`config.mk`:
```
export PLATFORM = sky130hd
export DESIGN_NAME = ssel_top
export DESIGN_NICKNAME = d
export VERILOG_FILES = /design/src/hw/ssel_pkg.sv /design/src/hw/ssel_sync.sv /design/src/hw/ssel_top.sv
export SDC_FILE = /design/constraint.sdc
export NUM_CORES = 1
export LEC_CHECK = 0
export BUFFER_PORTS_ARGS = -buffer_cell sky130_fd_sc_hd__buf_2
export CAP_MARGIN = 10
export CELL_PAD_IN_SITES_DETAIL_PLACEMENT = 2
export CELL_PAD_IN_SITES_GLOBAL_PLACEMENT = 2
export CORE_MARGIN = 5
export CORE_UTILIZATION = 35
export CTS_BUF_LIST = sky130_fd_sc_hd__clkbuf_2
export CTS_CLUSTER_SIZE = 25
export DETAILED_ROUTE_END_ITERATION = 10
export PLACE_DENSITY = 0.83
export SETUP_SLACK_MARGIN = 0.4
export SLEW_MARGIN = 30
export SYNTH_ARGS = -nofsm -noshare
export SYNTH_HDL_FRONTEND = slang
export SYNTH_SLANG_ARGS = --single-unit
```
`constraint.sdc`:
```
create_clock -name core_clk -period 2 [get_ports core_clk]
set_input_delay 0 -clock core_clk [delete_from_list [all_inputs] [get_ports core_clk]]
set_output_delay 0 -clock core_clk [all_outputs]
set_load 0.02 [all_outputs]
```
`src/hw/ssel_pkg.sv`:
```
// Constants, register map and types of the SMI/SCI and sleep event block
// Function
// - Enabled SMI event with re-arm bit set clears the bit and sends SMI.
// - SMI goes to the processor as a virtual wire message, not a pin.
// - After an SMI, events wait for software re-arm; re-arm resends if still active.
// - SCI is a level held while any enabled SCI source stays active; the code raises PME and override SCI only with SCI-select 1.
// - SCI routable to lines 9-11, or 20-23 in APIC mode; sharing sets polarity.
// - Every SMI or SCI source has its own status bit and enable bit.
// - Dual events go to SCI when SCI-select is 1, to SMI when 0.
// - No SMI at all unless the global SMI enable is 1.
// - Firmware-release write sets global-release status; it raises SCI regardless of SCI-select.
// - Power-management command port write sets its status and raises SMI if enabled.
// - PM timer overflow every 2.34 s sets status and raises SCI or SMI.
// - Button override goes to S5, sets status; its SCI only after wake to S0.
// - PCIe PME message sets PME status; with enable it raises SCI; the code raises that SCI only when SCI-select is 1.
// - Flash write while protected, or unprotect rising while locked, sets status and SMI.
// - Sleep-go write with SMI-on-sleep enabled raises SMI and sets status.
// - Software prepares, writes sleep type, sets sleep-go; device enters that state.
// - Power button held over 4 s causes override and move to S5.
// - Thermal trip asserted in S0 forces S5.
// - Sleep outputs are cumulative: S3; S3+S4; S3+S4+S5.
// - Wake from a sleep state sets wake status and returns to S0.
// - Battery low blocks wake; wake events are latched and served on release.
// - RTC alarm wakes when enabled, not after reset-type shutdown; button always wakes.
package ssel_pkg;

	typedef enum logic [1:0] {SSEL_S0, SSEL_S3, SSEL_S4, SSEL_S5} ssel_state_t;

	////////////////////////////////////////////////////////////////////////
	// Register byte offsets
	localparam logic [7:0] OFF_CTRL  = 8'h00;
	localparam logic [7:0] OFF_STS   = 8'h04;
	localparam logic [7:0] OFF_EN    = 8'h08;
	localparam logic [7:0] OFF_PMCMD = 8'h0c;
	localparam logic [7:0] OFF_STATE = 8'h10;

	// Control fields
	localparam int C_REARM   = 0;
	localparam int C_GSMI    = 1;
	localparam int C_SCISEL  = 2;
	localparam int C_FWREL   = 3;
	localparam int C_SLPGO   = 4;
	localparam int C_STYP    = 5;
	localparam int C_WUNPROT = 8;
	localparam int C_FLOCK   = 9;
	localparam int C_APIC    = 10;
	localparam int C_SHARED  = 11;
	localparam int C_ROUTE   = 16;
	localparam logic REARM_RST = 1'b1;

	localparam logic [2:0] STYP_S3 = 3'h3;
	localparam logic [2:0] STYP_S4 = 3'h4;
	localparam logic [2:0] STYP_S5 = 3'h5;

	// Status and enable bit positions
	localparam int NSTS      = 10;
	localparam int ST_PMCMD  = 0;
	localparam int ST_TMROVF = 1;
	localparam int ST_BTNOVR = 2;
	localparam int ST_PME    = 3;
	localparam int ST_FLASH  = 4;
	localparam int ST_SLPSMI = 5;
	localparam int ST_WAKE   = 6;
	localparam int ST_GREL   = 7;
	localparam int ST_PWRBTN = 8;
	localparam int ST_RTC    = 9;
	localparam logic [NSTS-1:0] SMI_ONLY_MASK = 10'h031;
	localparam logic [NSTS-1:0] DUAL_MASK     = 10'h302;
	localparam logic [NSTS-1:0] SCI_ONLY_MASK = 10'h00c;
	localparam logic [NSTS-1:0] STS_RST       = 10'h000;
	localparam logic [NSTS-1:0] EN_RST        = 10'h000;

	// SCI line numbers
	localparam logic [4:0] IRQ_LEG_LO  = 5'h09;
	localparam logic [4:0] IRQ_LEG_HI  = 5'h0b;
	localparam logic [4:0] IRQ_APIC_LO = 5'h14;
	localparam logic [4:0] IRQ_APIC_HI = 5'h17;

	// Sleep outputs {s5N, s4N, s3N}, active low
	localparam logic [2:0] SLP_OUT_S0 = 3'h7;
	localparam logic [2:0] SLP_OUT_S3 = 3'h6;
	localparam logic [2:0] SLP_OUT_S4 = 3'h4;
	localparam logic [2:0] SLP_OUT_S5 = 3'h0;

	// Pin idle levels {rtc, batteryLowN, thermalN, buttonN}
	localparam logic [3:0] PIN_IDLE = 4'h7;

	////////////////////////////////////////////////////////////////////////
	// Timing
	localparam longint CLK_HZ       = 50000000;
	localparam longint TMR_OVF_MS   = 2340;
	localparam longint BTN_OVR_MS   = 4000;
	localparam logic [27:0] TMR_OVF_CYC = 28'(TMR_OVF_MS * CLK_HZ / 1000);
	localparam logic [27:0] BTN_OVR_CYC = 28'(BTN_OVR_MS * CLK_HZ / 1000 + 1);

endpackage

```
`src/hw/ssel_sync.sv`:
```
// Three-stage pin synchroniser with agreement filter
`timescale 1ns/1ns
module ssel_sync #(
	parameter int         W    = 4,
	parameter logic [3:0] IDLE = 4'h0
) (
	input  wire logic         core_clk,
	input  wire logic         rst_n,
	input  wire logic [W-1:0] din,
	output logic      [W-1:0] dout
);

	logic [W-1:0] ff1_r;
	logic [W-1:0] ff2_r;
	logic [W-1:0] ff3_r;

	// First stage feeds only the second
	always_ff @(posedge core_clk or negedge rst_n) begin
		if (!rst_n) begin
			ff1_r <= IDLE[W-1:0];
			ff2_r <= IDLE[W-1:0];
			ff3_r <= IDLE[W-1:0];
		end else begin
			ff1_r <= din;
			ff2_r <= ff1_r;
			ff3_r <= ff2_r;
		end
	end

	// A change counts once stages two and three agree
	always_ff @(posedge core_clk or negedge rst_n) begin
		if (!rst_n) begin
			dout <= IDLE[W-1:0];
		end else begin
			for (int i = 0; i < W; i++) begin
				if (ff2_r[i] == ff3_r[i]) begin
					dout[i] <= ff3_r[i];
				end
			end
		end
	end

endmodule

```
`src/hw/ssel_top.sv`:
```
// SMI/SCI generation, sleep sequencing and wake logic with APB registers
`timescale 1ns/1ns
module ssel_top
	import ssel_pkg::*;
#(
	parameter logic [27:0] TMR_OVF_CYCLES = ssel_pkg::TMR_OVF_CYC,
	parameter logic [27:0] BTN_OVR_CYCLES = ssel_pkg::BTN_OVR_CYC
) (
	input  wire logic        core_clk,
	input  wire logic        rst_n,
	input  wire logic        psel,
	input  wire logic        penable,
	input  wire logic        pwrite,
	input  wire logic [7:0]  paddr,
	input  wire logic [31:0] pwdata,
	output logic      [31:0] prdata,
	output logic             pready,
	output logic             pslverr,
	input  wire logic        powerButtonInN,
	input  wire logic        thermalTripInN,
	input  wire logic        batteryLowInN,
	input  wire logic        rtcAlarmIn,
	input  wire logic        pcieMsgRx,
	input  wire logic        flashWriteTry,
	output logic             smiVwMsg,
	output logic [23:0]      sciLines,
	output logic             sleep3OutN,
	output logic             sleep4OutN,
	output logic             sleep5OutN
);
	import ssel_pkg::*;

	////////////////////////////////////////////////////////////////////////
	// Register state
	logic              rearm_r;
	logic              gsmi_r;
	logic              sciSel_r;
	logic [2:0]        sleepType_r;
	logic              unprot_r;
	logic              lock_r;
	logic              apic_r;
	logic              shared_r;
	logic [4:0]        route_r;
	logic [NSTS-1:0]   sts_r;
	logic [NSTS-1:0]   en_r;
	logic [NSTS-1:0]   stsSet;
	logic [NSTS-1:0]   stsClr;
	logic [7:0]        pmCmd_r;
	ssel_state_t       state_r;
	logic              wakePending_r;
	logic              resetShut_r;
	logic              sciLevel_r;
	logic              smiVw_r;
	logic [23:0]       sciLines_r;
	logic [2:0]        slpOut_r;
	logic [31:0]       prdata_r;
	logic              pready_r;
	logic              pslverr_r;
	logic [26:0]       tmrCnt_r;
	logic [27:0]       btnCnt_r;
	logic              btnHeld_d_r;
	logic              rtc_d_r;
	logic [3:0]        pins;

	function automatic logic anyEvent(input logic [NSTS-1:0] s, input logic [NSTS-1:0] e,
			input logic [NSTS-1:0] m);
		anyEvent = |(s & e & m);
	endfunction

	function automatic logic routeOk(input logic [4:0] r, input logic apic);
		routeOk = (r >= IRQ_LEG_LO && r <= IRQ_LEG_HI) || (apic && r >= IRQ_APIC_LO && r <= IRQ_APIC_HI);
	endfunction

	////////////////////////////////////////////////////////////////////////
	// Pin synchronisers
	ssel_sync #(.W(4), .IDLE(PIN_IDLE)) u_sync (
		.core_clk (core_clk),
		.rst_n    (rst_n),
		.din      ({rtcAlarmIn, batteryLowInN, thermalTripInN, powerButtonInN}),
		.dout     (pins)
	);

	logic btnHeld;
	logic thermal;
	logic batLow;
	logic rtcAlarm;
	assign btnHeld  = ~pins[0];
	assign thermal  = ~pins[1];
	assign batLow   = ~pins[2];
	assign rtcAlarm = pins[3];

	////////////////////////////////////////////////////////////////////////
	// APB decode; zero wait states
	logic wrAcc;
	logic wrCtrl;
	logic wrSts;
	logic wrEn;
	logic wrCmd;
	logic mapped;
	assign wrAcc  = psel & penable & pwrite;
	assign wrCtrl = wrAcc && paddr == OFF_CTRL;
	assign wrSts  = wrAcc && paddr == OFF_STS;
	assign wrEn   = wrAcc && paddr == OFF_EN;
	assign wrCmd  = wrAcc && paddr == OFF_PMCMD;
	assign mapped = paddr == OFF_CTRL || paddr == OFF_STS || paddr == OFF_EN
		|| paddr == OFF_PMCMD || paddr == OFF_STATE;

	logic [31:0] ctrlRd;
	logic [31:0] stateRd;
	logic [31:0] rdMux;
	always_comb begin
		ctrlRd              = '0;
		ctrlRd[C_REARM]     = rearm_r;
		ctrlRd[C_GSMI]      = gsmi_r;
		ctrlRd[C_SCISEL]    = sciSel_r;
		ctrlRd[C_STYP +: 3] = sleepType_r;
		ctrlRd[C_WUNPROT]   = unprot_r;
		ctrlRd[C_FLOCK]     = lock_r;
		ctrlRd[C_APIC]      = apic_r;
		ctrlRd[C_SHARED]    = shared_r;
		ctrlRd[C_ROUTE +: 5] = route_r;
		stateRd = {26'h0, resetShut_r, wakePending_r, smiVw_r, sciLevel_r, state_r};
		unique case (paddr)
			OFF_CTRL:  rdMux = ctrlRd;
			OFF_STS:   rdMux = {22'h0, sts_r};
			OFF_EN:    rdMux = {22'h0, en_r};
			OFF_PMCMD: rdMux = {24'h0, pmCmd_r};
			OFF_STATE: rdMux = stateRd;
			default:   rdMux = '0;
		endcase
	end

	// Read data and error are captured in the setup phase
	always_ff @(posedge core_clk or negedge rst_n) begin
		if (!rst_n) begin
			prdata_r  <= '0;
			pslverr_r <= 1'b0;
			pready_r  <= 1'b0;
		end else begin
			pready_r <= 1'b1;
			if (psel && !penable) begin
				prdata_r  <= pwrite ? 32'h0 : rdMux;
				pslverr_r <= ~mapped;
			end
		end
	end

	////////////////////////////////////////////////////////////////////////
	// Control register
	always_ff @(posedge core_clk or negedge rst_n) begin
		if (!rst_n) begin
			gsmi_r      <= 1'b0;
			sciSel_r    <= 1'b0;
			sleepType_r <= '0;
			unprot_r    <= 1'b0;
			lock_r      <= 1'b0;
			apic_r      <= 1'b0;
			shared_r    <= 1'b0;
			route_r     <= IRQ_LEG_LO;
		end else if (wrCtrl) begin
			gsmi_r      <= pwdata[C_GSMI];
			sciSel_r    <= pwdata[C_SCISEL];
			sleepType_r <= pwdata[C_STYP +: 3];
			unprot_r    <= pwdata[C_WUNPROT];
			lock_r      <= pwdata[C_FLOCK];
			apic_r      <= pwdata[C_APIC];
			shared_r    <= pwdata[C_SHARED];
			route_r     <= pwdata[C_ROUTE +: 5];
		end
	end

	always_ff @(posedge core_clk or negedge rst_n) begin
		if (!rst_n) begin
			en_r    <= EN_RST;
			pmCmd_r <= '0;
		end else begin
			if (wrEn) begin
				en_r <= pwdata[NSTS-1:0];
			end
			if (wrCmd) begin
				pmCmd_r <= pwdata[7:0];
			end
		end
	end

	////////////////////////////////////////////////////////////////////////
	// Event sources
	logic tmrOvf;
	logic ovrFire;
	logic btnPress;
	logic slpGo;
	logic slpEnter;
	logic wakeFire;
	assign tmrOvf   = tmrCnt_r == 27'(TMR_OVF_CYCLES - 28'h1);
	assign ovrFire  = btnHeld && btnCnt_r == BTN_OVR_CYCLES - 28'h1;
	assign btnPress = btnHeld & ~btnHeld_d_r;
	assign slpGo    = wrCtrl & pwdata[C_SLPGO];
	// Firmware intercept: with SMI-on-sleep armed the write only raises SMI
	assign slpEnter = slpGo & ~en_r[ST_SLPSMI];
	assign wakeFire = state_r != SSEL_S0 && wakePending_r && !batLow;

	always_ff @(posedge core_clk or negedge rst_n) begin
		if (!rst_n) begin
			tmrCnt_r <= '0;
		end else begin
			tmrCnt_r <= tmrOvf ? 27'h0 : tmrCnt_r + 27'h1;
		end
	end

	// hold-time counter; saturates so the override fires once per hold
	always_ff @(posedge core_clk or negedge rst_n) begin
		if (!rst_n) begin
			btnCnt_r    <= '0;
			btnHeld_d_r <= 1'b0;
			rtc_d_r     <= 1'b0;
		end else begin
			btnHeld_d_r <= btnHeld;
			rtc_d_r     <= rtcAlarm;
			if (!btnHeld || state_r != SSEL_S0) begin
				btnCnt_r <= '0;
			end else if (btnCnt_r != BTN_OVR_CYCLES) begin
				btnCnt_r <= btnCnt_r + 28'h1;
			end
		end
	end

	////////////////////////////////////////////////////////////////////////
	// Status bits
	always_comb begin
		stsSet = '0;
		stsSet[ST_PMCMD]  = wrCmd;
		stsSet[ST_TMROVF] = tmrOvf;
		stsSet[ST_BTNOVR] = ovrFire;
		stsSet[ST_PME]    = pcieMsgRx;
		stsSet[ST_FLASH]  = (flashWriteTry & ~unprot_r) | (wrCtrl & pwdata[C_WUNPROT] & ~unprot_r & lock_r);
		stsSet[ST_SLPSMI] = slpGo & en_r[ST_SLPSMI];
		stsSet[ST_WAKE]   = wakeFire;
		stsSet[ST_GREL]   = wrCtrl & pwdata[C_FWREL];
		stsSet[ST_PWRBTN] = btnPress && state_r == SSEL_S0;
		stsSet[ST_RTC]    = rtcAlarm & ~rtc_d_r;
		stsClr = wrSts ? pwdata[NSTS-1:0] : '0;
	end

	// write-one-to-clear, a new event beats the clear
	always_ff @(posedge core_clk or negedge rst_n) begin
		if (!rst_n) begin
			sts_r <= STS_RST;
		end else begin
			sts_r <= (sts_r & ~stsClr) | stsSet;
		end
	end

	////////////////////////////////////////////////////////////////////////
	// SMI generation
	logic smiActive;
	logic smiFire;
	assign smiActive = gsmi_r & anyEvent(sts_r, en_r, SMI_ONLY_MASK | (sciSel_r ? '0 : DUAL_MASK));
	assign smiFire   = rearm_r & smiActive;

	always_ff @(posedge core_clk or negedge rst_n) begin
		if (!rst_n) begin
			rearm_r <= REARM_RST;
		end else if (smiFire) begin
			rearm_r <= 1'b0;
		end else if (wrCtrl && pwdata[C_REARM]) begin
			rearm_r <= 1'b1;
		end
	end

	always_ff @(posedge core_clk or negedge rst_n) begin
		if (!rst_n) begin
			smiVw_r <= 1'b0;
		end else begin
			smiVw_r <= smiFire;
		end
	end

	////////////////////////////////////////////////////////////////////////
	// SCI generation; held off while asleep, so override status waits for S0
	logic sciActive;
	logic sciPol;
	assign sciActive = state_r == SSEL_S0
		&& ((sciSel_r && anyEvent(sts_r, en_r, DUAL_MASK | SCI_ONLY_MASK)) || (sts_r[ST_GREL] && en_r[ST_GREL]));
	assign sciPol    = sciActive ^ shared_r;

	always_ff @(posedge core_clk or negedge rst_n) begin
		if (!rst_n) begin
			sciLevel_r <= 1'b0;
			sciLines_r <= '0;
		end else begin
			sciLevel_r <= sciActive;
			sciLines_r <= (routeOk(route_r, apic_r) && sciPol) ? 24'h000001 << route_r : 24'h000000;
		end
	end

	////////////////////////////////////////////////////////////////////////
	// Sleep state machine
	// latch wakes, a new wake beats the clear
	always_ff @(posedge core_clk or negedge rst_n) begin
		if (!rst_n) begin
			wakePending_r <= 1'b0;
		end else if (state_r != SSEL_S0
				&& (btnPress || (rtcAlarm && !rtc_d_r && en_r[ST_RTC] && !resetShut_r))) begin
			wakePending_r <= 1'b1;
		end else if (wakeFire) begin
			wakePending_r <= 1'b0;
		end
	end

	always_ff @(posedge core_clk or negedge rst_n) begin
		if (!rst_n) begin
			state_r     <= SSEL_S0;
			resetShut_r <= 1'b0;
		end else begin
			unique case (state_r)
				SSEL_S0: begin
					if (thermal || ovrFire) begin
						state_r     <= SSEL_S5;
						resetShut_r <= 1'b1;
					end else if (slpEnter) begin
						unique case (pwdata[C_STYP +: 3])
							STYP_S3: state_r <= SSEL_S3;
							STYP_S4: state_r <= SSEL_S4;
							STYP_S5: state_r <= SSEL_S5;
							default: state_r <= SSEL_S0;
						endcase
					end
				end
				SSEL_S3, SSEL_S4, SSEL_S5: begin
					if (wakeFire) begin
						state_r     <= SSEL_S0;
						resetShut_r <= 1'b0;
					end
				end
			endcase
		end
	end

	always_ff @(posedge core_clk or negedge rst_n) begin
		if (!rst_n) begin
			slpOut_r <= SLP_OUT_S0;
		end else begin
			unique case (state_r)
				SSEL_S0: slpOut_r <= SLP_OUT_S0;
				SSEL_S3: slpOut_r <= SLP_OUT_S3;
				SSEL_S4: slpOut_r <= SLP_OUT_S4;
				SSEL_S5: slpOut_r <= SLP_OUT_S5;
			endcase
		end
	end

	assign prdata     = prdata_r;
	assign pready     = pready_r;
	assign pslverr    = pslverr_r;
	assign smiVwMsg   = smiVw_r;
	assign sciLines   = sciLines_r;
	assign sleep3OutN = slpOut_r[0];
	assign sleep4OutN = slpOut_r[1];
	assign sleep5OutN = slpOut_r[2];
endmodule
```
==> results.md, run 1 <==
* Status: finished with violations
* Failing checks: negative hold slack, negative setup slack
* Post-Synthesis Cells at 663
* I/O pins at 113
* Number of hold violations in the final report at 7
* Clock skew at 0.0836 ns
* Mapped cell area at 7440 um2
* Max-slew violations at 0
* Max_slew headroom at 0.545
* Max-cap violations at 0
* Worst Max-Slew Pin Slew at 0.682 ns
* Top_reg_cell synth: dfrtp_1
* Post-synthesis sequential element count at 168
* Vias in the first global route at approximately 7.5k
* Antenna Nets Post-Route at 0
* CP Max Fanout at 4
* Die Ht at between 150 and 200 um
* Total GRT Usage at 0.238
* Average size of a mapped cell at 11.2 um2
* VDD IR max at 0.333 mV
* Wire per inst at between 20 and 30 um
* Netlist cell types at 67
* Placeable Area at 21,000 um2
* Synth async-reset ratio at 1.00
* Die Span X at 156 um
* CTS clk-pin slew, worst paths at about 0.38 ns
* Residual DRC at 0
* RSZ-0062 raised after global routing: true
* CP Launch Type: register
* Final Setup Violations at 10
* First-pass GRT wire length at 44.5 mm
* Worst Slack Setup Final at -0.155 ns
* Placed Cells incl. Taps at 1,048
* Syn. warnings at 0
* Clock Sinks at 168
* Final period utilization at 1.08
* Initial antenna violation count at 2
* Grt ovf at 0
* Vias at a little over 7k
* CP required at 2.80 ns
* Via density at 5.83
* Fillcell total at ~2.1k
* Hold EP: prdata[20]
* Crit end category: register
* R2R setup slack at -0.15 ns
* Largest net degree at the start of global routing at 61
* TritonCTS buffer count at 17
* Rows at 53
* Clk root buf: clkbuf_2
* GPL Wtd Cong at 0.843
* EDFF count, synth at 0
* Hpwl dp at 16.1 mm
* Initial Util at 0.355
* Critical path class: reg -> reg
* Layout cell share with drive strength beyond 1 at 0.385
* RR Startpoint: btnCnt_r[21]
* Final Critical Period at 2.15 ns
* Nets at 992
* Non-Filler Instances at 1,227
* Worst Reg-to-Reg Cells at 5
* Seq/Total Area, Yosys at 0.568
* Synth-to-layout area growth at 42.0%
* F_max at 464 MHz
* Total power at 6.87 mW
* Hold WC Path Type: in -> reg
* Worst r2r dst: btnCnt_r[19]
* Port Buffers at 82
* Leak pwr at 4.68 nW
* DR pass1 iterations at 5
* H-tree levels at 4
* Wirelength, routed at 36.1 mm
* HP Start: paddr[4]
* Worst EP arrival at 2.96 ns
* Iteration-0 DRC Markers at 491
* Skew-Pair Late Insertion Delay at 0.90 ns
* PD cells at 651 nW/um2
* Die ar. at around 24,000 um2
* Hold depth at 5
* Clock buffer depth at 2
* CTS tree: yes
* Fin Hold WS at -0.203 ns
[synth_stat cells (all sizes together), types with 2 or more instances]
library cell / n / area (um2)
dfrtp: 150 / 3750
nand2: 97 / 364
nor2: 32 / 120
a21oi: 31 / 155
mux2: 28 / 315
buf: 23 / 150
nand3: 23 / 115
dfstp: 18 / 473
nand4: 18 / 128
xnor2: 18 / 158
clkbuf: 15 / 56.3
inv: 14 / 52.6
a22o: 13 / 114
nor4: 13 / 109
or3: 13 / 81.3
and4: 12 / 108
o31ai: 12 / 90.1
or4: 12 / 95.1
o21ai: 11 / 55.1
xor2: 11 / 96.3
a21o: 8 / 60.1
mux2i: 8 / 80.1
nor3: 8 / 45.0
and3: 7 / 43.8
nor2b: 6 / 37.5
a211oi: 4 / 30.0
a31oi: 4 / 25.0
ha: 4 / 50.1
maj3: 4 / 40.0
nor3b: 4 / 30.0
nor4b: 4 / 50.1
a221oi: 3 / 26.3
a222oi: 3 / 30.0
a32o: 3 / 30.0
and2: 2 / 12.5
conb: 2 / 7.51
mux4: 2 / 45.0
nand2b: 2 / 12.5
nand3b: 2 / 15.0
nor4bb: 2 / 20.0
o32a: 2 / 21.3
[cells by family (layout without fill, tap and decap cells)]
logic type	count (synthesis)	after routing	synth area share
simple gates	264	266	0.195
flops	168	168	0.568
compound gates	102	102	0.0951
buf+inv	52	306	0.0348
mux	38	38	0.0592
xor+xnor	29	29	0.0342
fa+ha+maj	8	8	0.0121
other cells	2	35	0.00101
[routing by layer]
metal	vias up	global-route usage	part of all wire
li1	2907	-	-
met1	3755	0.275	0.38
met2	338	0.425	0.52
met3	148	0.0460	0.046
met4	0	0.115	0.059
met5	-	0	0
[state kept, by name, indices dropped and copies added, names as in the netlist, 5 cells and up]
register  cells
btnCnt_r     28
tmrCnt_r     27
sciLines     24
prdata       17
en_r         10
sts_r        10
pmCmd_r       8
route_r       5
[critical path, stage by stage (launching register included)]
cell       delay (ns)
dfrtp_1          0.55
or4bb_4          0.61
nor4b_4          0.36
buf_6            0.20
a2111oi_4        0.08
mux2i_1          0.29
[stage by stage]
step           setup TNS, ns  area [um2]   util  setup slack [ns]
2_1_floorplan              0        7650      -             0.135
3_3_place_gp               0        8470  0.404            0.0744
3_5_place_dp               0        8470  0.404           0.00600
4_1_cts                    0        9850  0.470            0.0684
5_1_grt                -1.07       10600  0.504            -0.163
6_report              -0.557       10600  0.504            -0.155
[cells in the final DEF (no fill, tap or decap), types with 13 or more instances in the layout]
| cell | n |
|---|---|
| a21oi_1 | 15 |
| a21oi_2 | 15 |
| a22o_1 | 13 |
| buf_2 | 79 |
| buf_4 | 71 |
| buf_6 | 19 |
| clkbuf_2 | 17 |
| conb_1 | 33 |
| dfrtp_1 | 138 |
| dfstp_2 | 18 |
| dlygate4sd3_1 | 85 |
| mux2_2 | 28 |
| nand2_1 | 94 |
| nand3_1 | 19 |
| nand4_1 | 17 |
| nor2_1 | 26 |
| xnor2_1 | 17 |
[power by group]
part / internal, mW / leakage, nW / switching, mW
combinational: 0.467 / 2.39 / 0.771
clock: 0.369 / 0.138 / 1.53
sequential: 3.59 / 2.16 / 0.142
total: 4.43 / 4.68 / 2.44
[final cells by class]
| class | instances | area [um2] | share of cell area |
|---|---|---|---|
| clock inverter | 15 | 118 | 0.0111 |
| inverter | 14 | 55.1 | 0.00521 |
| clock buffer | 17 | 85.1 | 0.00806 |
| sequential | 168 | 4240 | 0.402 |
| multi-input combinational | 476 | 3620 | 0.343 |
| timing repair buffer | 260 | 2090 | 0.198 |
| tap | 275 | 344 | 0.0326 |
| antenna | 2 | 5.00 | 0.000474 |
[worst max path at each step]
| stage | endpoint | from | slack [ns] |
|---|---|---|---|
| 2_1_floorplan | tmrCnt_r[21] | tmrCnt_r[2] | 0.14 |
| 3_3_place_gp | tmrCnt_r[22] | tmrCnt_r[3] | 0.07 |
| 3_5_place_dp | tmrCnt_r[22] | tmrCnt_r[3] | 0.006 |
| 4_1_cts | tmrCnt_r[25] | tmrCnt_r[12] | 0.07 |
| 5_1_grt | btnCnt_r[19] | btnCnt_r[21] | -0.16 |
| 6_report | btnCnt_r[19] | btnCnt_r[21] | -0.15 |
[timing repair]
action,CTS,global route
hold endpoints to repair,235,20
endpoints found under the setup margin,49,104
cloned,0,3
gates resized for setup,44,93
hold buffers,81,11
buffers inserted,22,32
pin swaps,24,39
No activity file was read; power rests on OpenSTA's default activity.
==> run 2: changes to the inputs <==
--- a/config.mk
+++ b/config.mk
@@ -15,7 +15,6 @@
 export CTS_CLUSTER_SIZE = 25
 export DETAILED_ROUTE_END_ITERATION = 10
 export PLACE_DENSITY = 0.83
-export SETUP_SLACK_MARGIN = 0.4
 export SLEW_MARGIN = 30
 export SYNTH_ARGS = -nofsm -noshare
 export SYNTH_HDL_FRONTEND = slang
==> constraint.sdc (replaced) <==
create_clock -name core_clk -period 2 [get_ports core_clk]
set_input_delay 0 -clock core_clk [delete_from_list [all_inputs] [get_ports core_clk]]
set_output_delay 0 -clock core_clk [all_outputs]
set_load 0.1 [all_outputs]
==> run 2 against run 1 <==
Compared with the run above: the run ends with negative setup slack left; clock-buffer cell count grew 1; non-clock buffer count down 8; sequential share of layout area grew 2.1 points; final area down 5.2%; fmax rose by 4.3%; setup slack improved by 0.089 ns; clock power shrank 4%; register-to-register slack better by 0.14 ns; die area is the same; combinational power up 23%; first-iteration DRC count down 13%; wire length fell by 19%; critical path type is now in -> reg; critical endpoint is now sts_r[3]; largest cell class unchanged.
==> results.md, run 2 (synthesized netlist as in run 1, its figures left out) <==
* Pre-CTS setup slack at -0.0540 ns (was 0.00600 ns)
* Crit end category: register (unchanged)
* Core Util, Final at 0.478 (was 0.504)
* Slowest CP cell: dlygate4sd3_1 (was or4bb_4)
* CP delay by family, top: buffers and inverters (was simple AND/OR/NAND/NOR gates)
* Largest net degree at the start of global routing at 56 (was 61)
* GPL Wtd Cong at 0.806 (was 0.843)
* Nets at 982 (was 992)
* Sequential Power Share at 0.525 (was 0.543)
* Final Critical Period at 2.07 ns (was 2.15 ns)
* Die Span X at 156 um (unchanged)
* Non-Filler Instances at 1,216 (was 1,227)
* Die Ht at 156 um (unchanged)
* Slowest cell delay on critical path at 0.60 ns (was 0.61 ns)
* Number of hold violations in the final report at 0 (was 7)
* Final Setup Violations at 4 (was 10)
* Comb pwr share at 0.217 (was 0.180)
* Max-slew violations at 0 (unchanged)
* Fillcell total at 2,152 (was 2,089)
* Critical path class: in -> reg (was reg -> reg)
* Initial antenna violation count at 1 (was 2)
* Critical path buffers and inverters at 5 (was 1)
* Vias at 6,631 (was 7,148)
* Skew-Pair Late Insertion Delay at 0.80 ns (was 0.90 ns)
* Most common cell after layout, fill and taps aside: dfrtp_1 (unchanged)
* Max_slew headroom at 0.539 (was 0.545)
* Cells along the critical path: dlygate4sd3_1 > buf_2 > nor2_4 > and4_1 > dlygate4sd3_1 > buf_6 > nand2_1 > a21o_1 > dlygate4sd3_1 (was or4bb_4 > nor4b_4 > buf_6 > a2111oi_4 > mux2i_1)
* Wire per inst at 23.9 um (was 29.4 um)
* First-pass GRT wire length at 43.6 mm (was 44.5 mm)
* Synth-to-layout area growth at 34.7% (was 42.0%)
* Antenna Nets Post-Route at 0 (unchanged)
* Worst EP arrival at 2.74 ns (was 2.96 ns)
* Most used cell, CP: dlygate4sd3_1
* I/O pins at 113 (unchanged)
* Clock skew at 0.0625 ns (was 0.0836 ns)
* CP required at 2.68 ns (was 2.80 ns)
* Via density at 5.45 (was 5.83)
* Sw Pwr at 2.67 mW (was 2.44 mW)
* Port Buffers at 82 (unchanged)
* Clk root buf: clkbuf_2 (unchanged)
* Rows at 53 (unchanged)
* Initial Util at 0.355 (unchanged)
* Leak pwr at 4.56 nW (was 4.68 nW)
* Placeable Area at 21,000 um2 (unchanged)
* F_max at 484 MHz (was 464 MHz)
* Layout cell share with drive strength beyond 1 at 0.298 (was 0.385)
* Final period utilization at 1.03 (was 1.08)
* Net Sw Frac at 0.378 (was 0.356)
* Placed Cells incl. Taps at 1,069 (was 1,048)
* Hold WC Path Type: in -> reg (unchanged)
* Internal power at 4.39 mW (was 4.43 mW)
* Clock buffer depth at 2 (unchanged)
* Grt ovf at 0 (unchanged)
* Max reg flops at 28 (unchanged)
* Vias in the first global route at 7,461 (was 7,530)
* Hpwl dp at 15.9 mm (was 16.1 mm)
* Dpl cell area at 8570 um2 (was 8470 um2)
* Worst Max-Slew Pin Slew at 0.692 ns (was 0.682 ns)
* CP Max Fanout at 10 (was 4)
* Iteration-0 DRC Markers at 426 (was 491)
* CTS tree: yes (unchanged)
* Max-cap violations at 0 (unchanged)
* Clock share of power at 0.258 (was 0.277)
* Design Area, Final at 10,000 um2 (was 10,600 um2)
* Die ar. at 24,300 um2 (unchanged)
* Status: finished with violations (unchanged)
* Register with the most flip-flops: btnCnt_r (unchanged)
* DR pass1 iterations at 6 (was 5)
* Total GRT Usage at 0.232 (was 0.238)
* Worst Slack Setup Final at -0.0662 ns (was -0.155 ns)
* Residual DRC at 0 (unchanged)
* VDD IR max at 0.332 mV (was 0.333 mV)
* Commonest non-fill, non-tap cells in the layout: 145 x dfrtp_1, 97 x nand2_1, 89 x dlygate4sd3_1 (was 138 x dfrtp_1, 94 x nand2_1, 85 x dlygate4sd3_1)
* Wirelength, routed at 29.1 mm (was 36.1 mm)
* TritonCTS buffer count at 17 (unchanged)
* PD cells at 705 nW/um2 (was 651 nW/um2)
* CTS clk-pin slew, worst paths at 0.34 ns (was 0.38 ns)
* Clock Sinks at 168 (unchanged)
* Failing checks: negative setup slack (was negative hold slack, negative setup slack)
* H-tree levels at 4 (unchanged)
* CP Launch Type: input port (was register)
==> run 2: cell types whose count changed in the layout (fill, tap and decap cells not counted), moves of 6 or more <==
cell	previous run	this run
dfrtp_1	138	145
buf_6	19	4
and4_4	6	0
or4_4	11	5
nor4_1	2	8
or4_1	1	7
a21oi_1	15	30
a21oi_2	15	1
dfrtp_2	12	5
==> run 2: final timing paths <==
check	from	end	slack (ns)	cells after the start
max	paddr[0]	sts_r[3]	-0.07	9
min	paddr[2]	prdata[3]	0.01	5
max reg2reg	en_r[4]	prdata[4]	-0.01	5
min reg2reg	u_sync.ff1_r[0]	u_sync.ff2_r[0]	0.38	0
max in group asynchronous	rst_n	route_r[3]	1.15	5
min in group asynchronous	rst_n	en_r[2]	0.21	4
==> run 2: per-layer routing <==
metal,vias up,track usage,part of all wire
met2,223,0.417,0.53
li1,2879,-,-
met5,-,0,0
met4,0,0.110,0.043
met3,83,0.0363,0.037
met1,3446,0.270,0.39
==> run 2: per-stage QoR <==
stage	hold WS [ns]	power, mW	TNS [ns]
2_1_floorplan	-0.296	4.63	0
3_3_place_gp	-0.0871	5.01	0
3_5_place_dp	-0.0760	5.07	-0.0877
4_1_cts	0.00100	7.01	0
5_1_grt	-0.0470	7.35	-0.262
6_report	0.0144	7.06	-0.0925
==> run 2: area by class of cell <==
cell class / instances / area, um2 / share of cell area
Antenna cell: 1 / 2.50 / 0.000250
Multi-Input combinational cell: 474 / 3170 / 0.316
Clock buffer: 18 / 90.1 / 0.00899
Timing Repair Buffer: 252 / 1990 / 0.199
Sequential cell: 168 / 4230 / 0.423
Inverter: 14 / 52.6 / 0.00525
Clock inverter: 14 / 135 / 0.0135
Tap cell: 275 / 344 / 0.0344
==> run 2: worst reg2reg max path: stages (launching register included) <==
cell           delay (ns)
dfrtp_1              0.48
mux2_2               0.27
a22o_1               0.20
a32o_1               0.21
dlygate4sd3_1        0.58
a22o_1               0.20
==> run 2: power by group through the flow <==
stage          sequential (mW)  combinational [mW]  clock, mW
2_1_floorplan             4.14               0.485          0
3_3_place_gp              3.73                1.28          0
3_5_place_dp              3.75                1.33          0
4_1_cts                   3.70                1.46       1.84
5_1_grt                   3.72                1.60       2.02
6_report                  3.71                1.53       1.82
==> run 2: timing repair <==
| item | CTS | global route |
|---|---|---|
| hold buffers | 89 | 6 |
| hold endpoints to repair | 235 | 2 |
| buffers inserted | 3 | 18 |
| resized for setup | 4 | 30 |
| pin swaps | 0 | 8 |
| endpoints found under the setup margin | 8 | 42 |
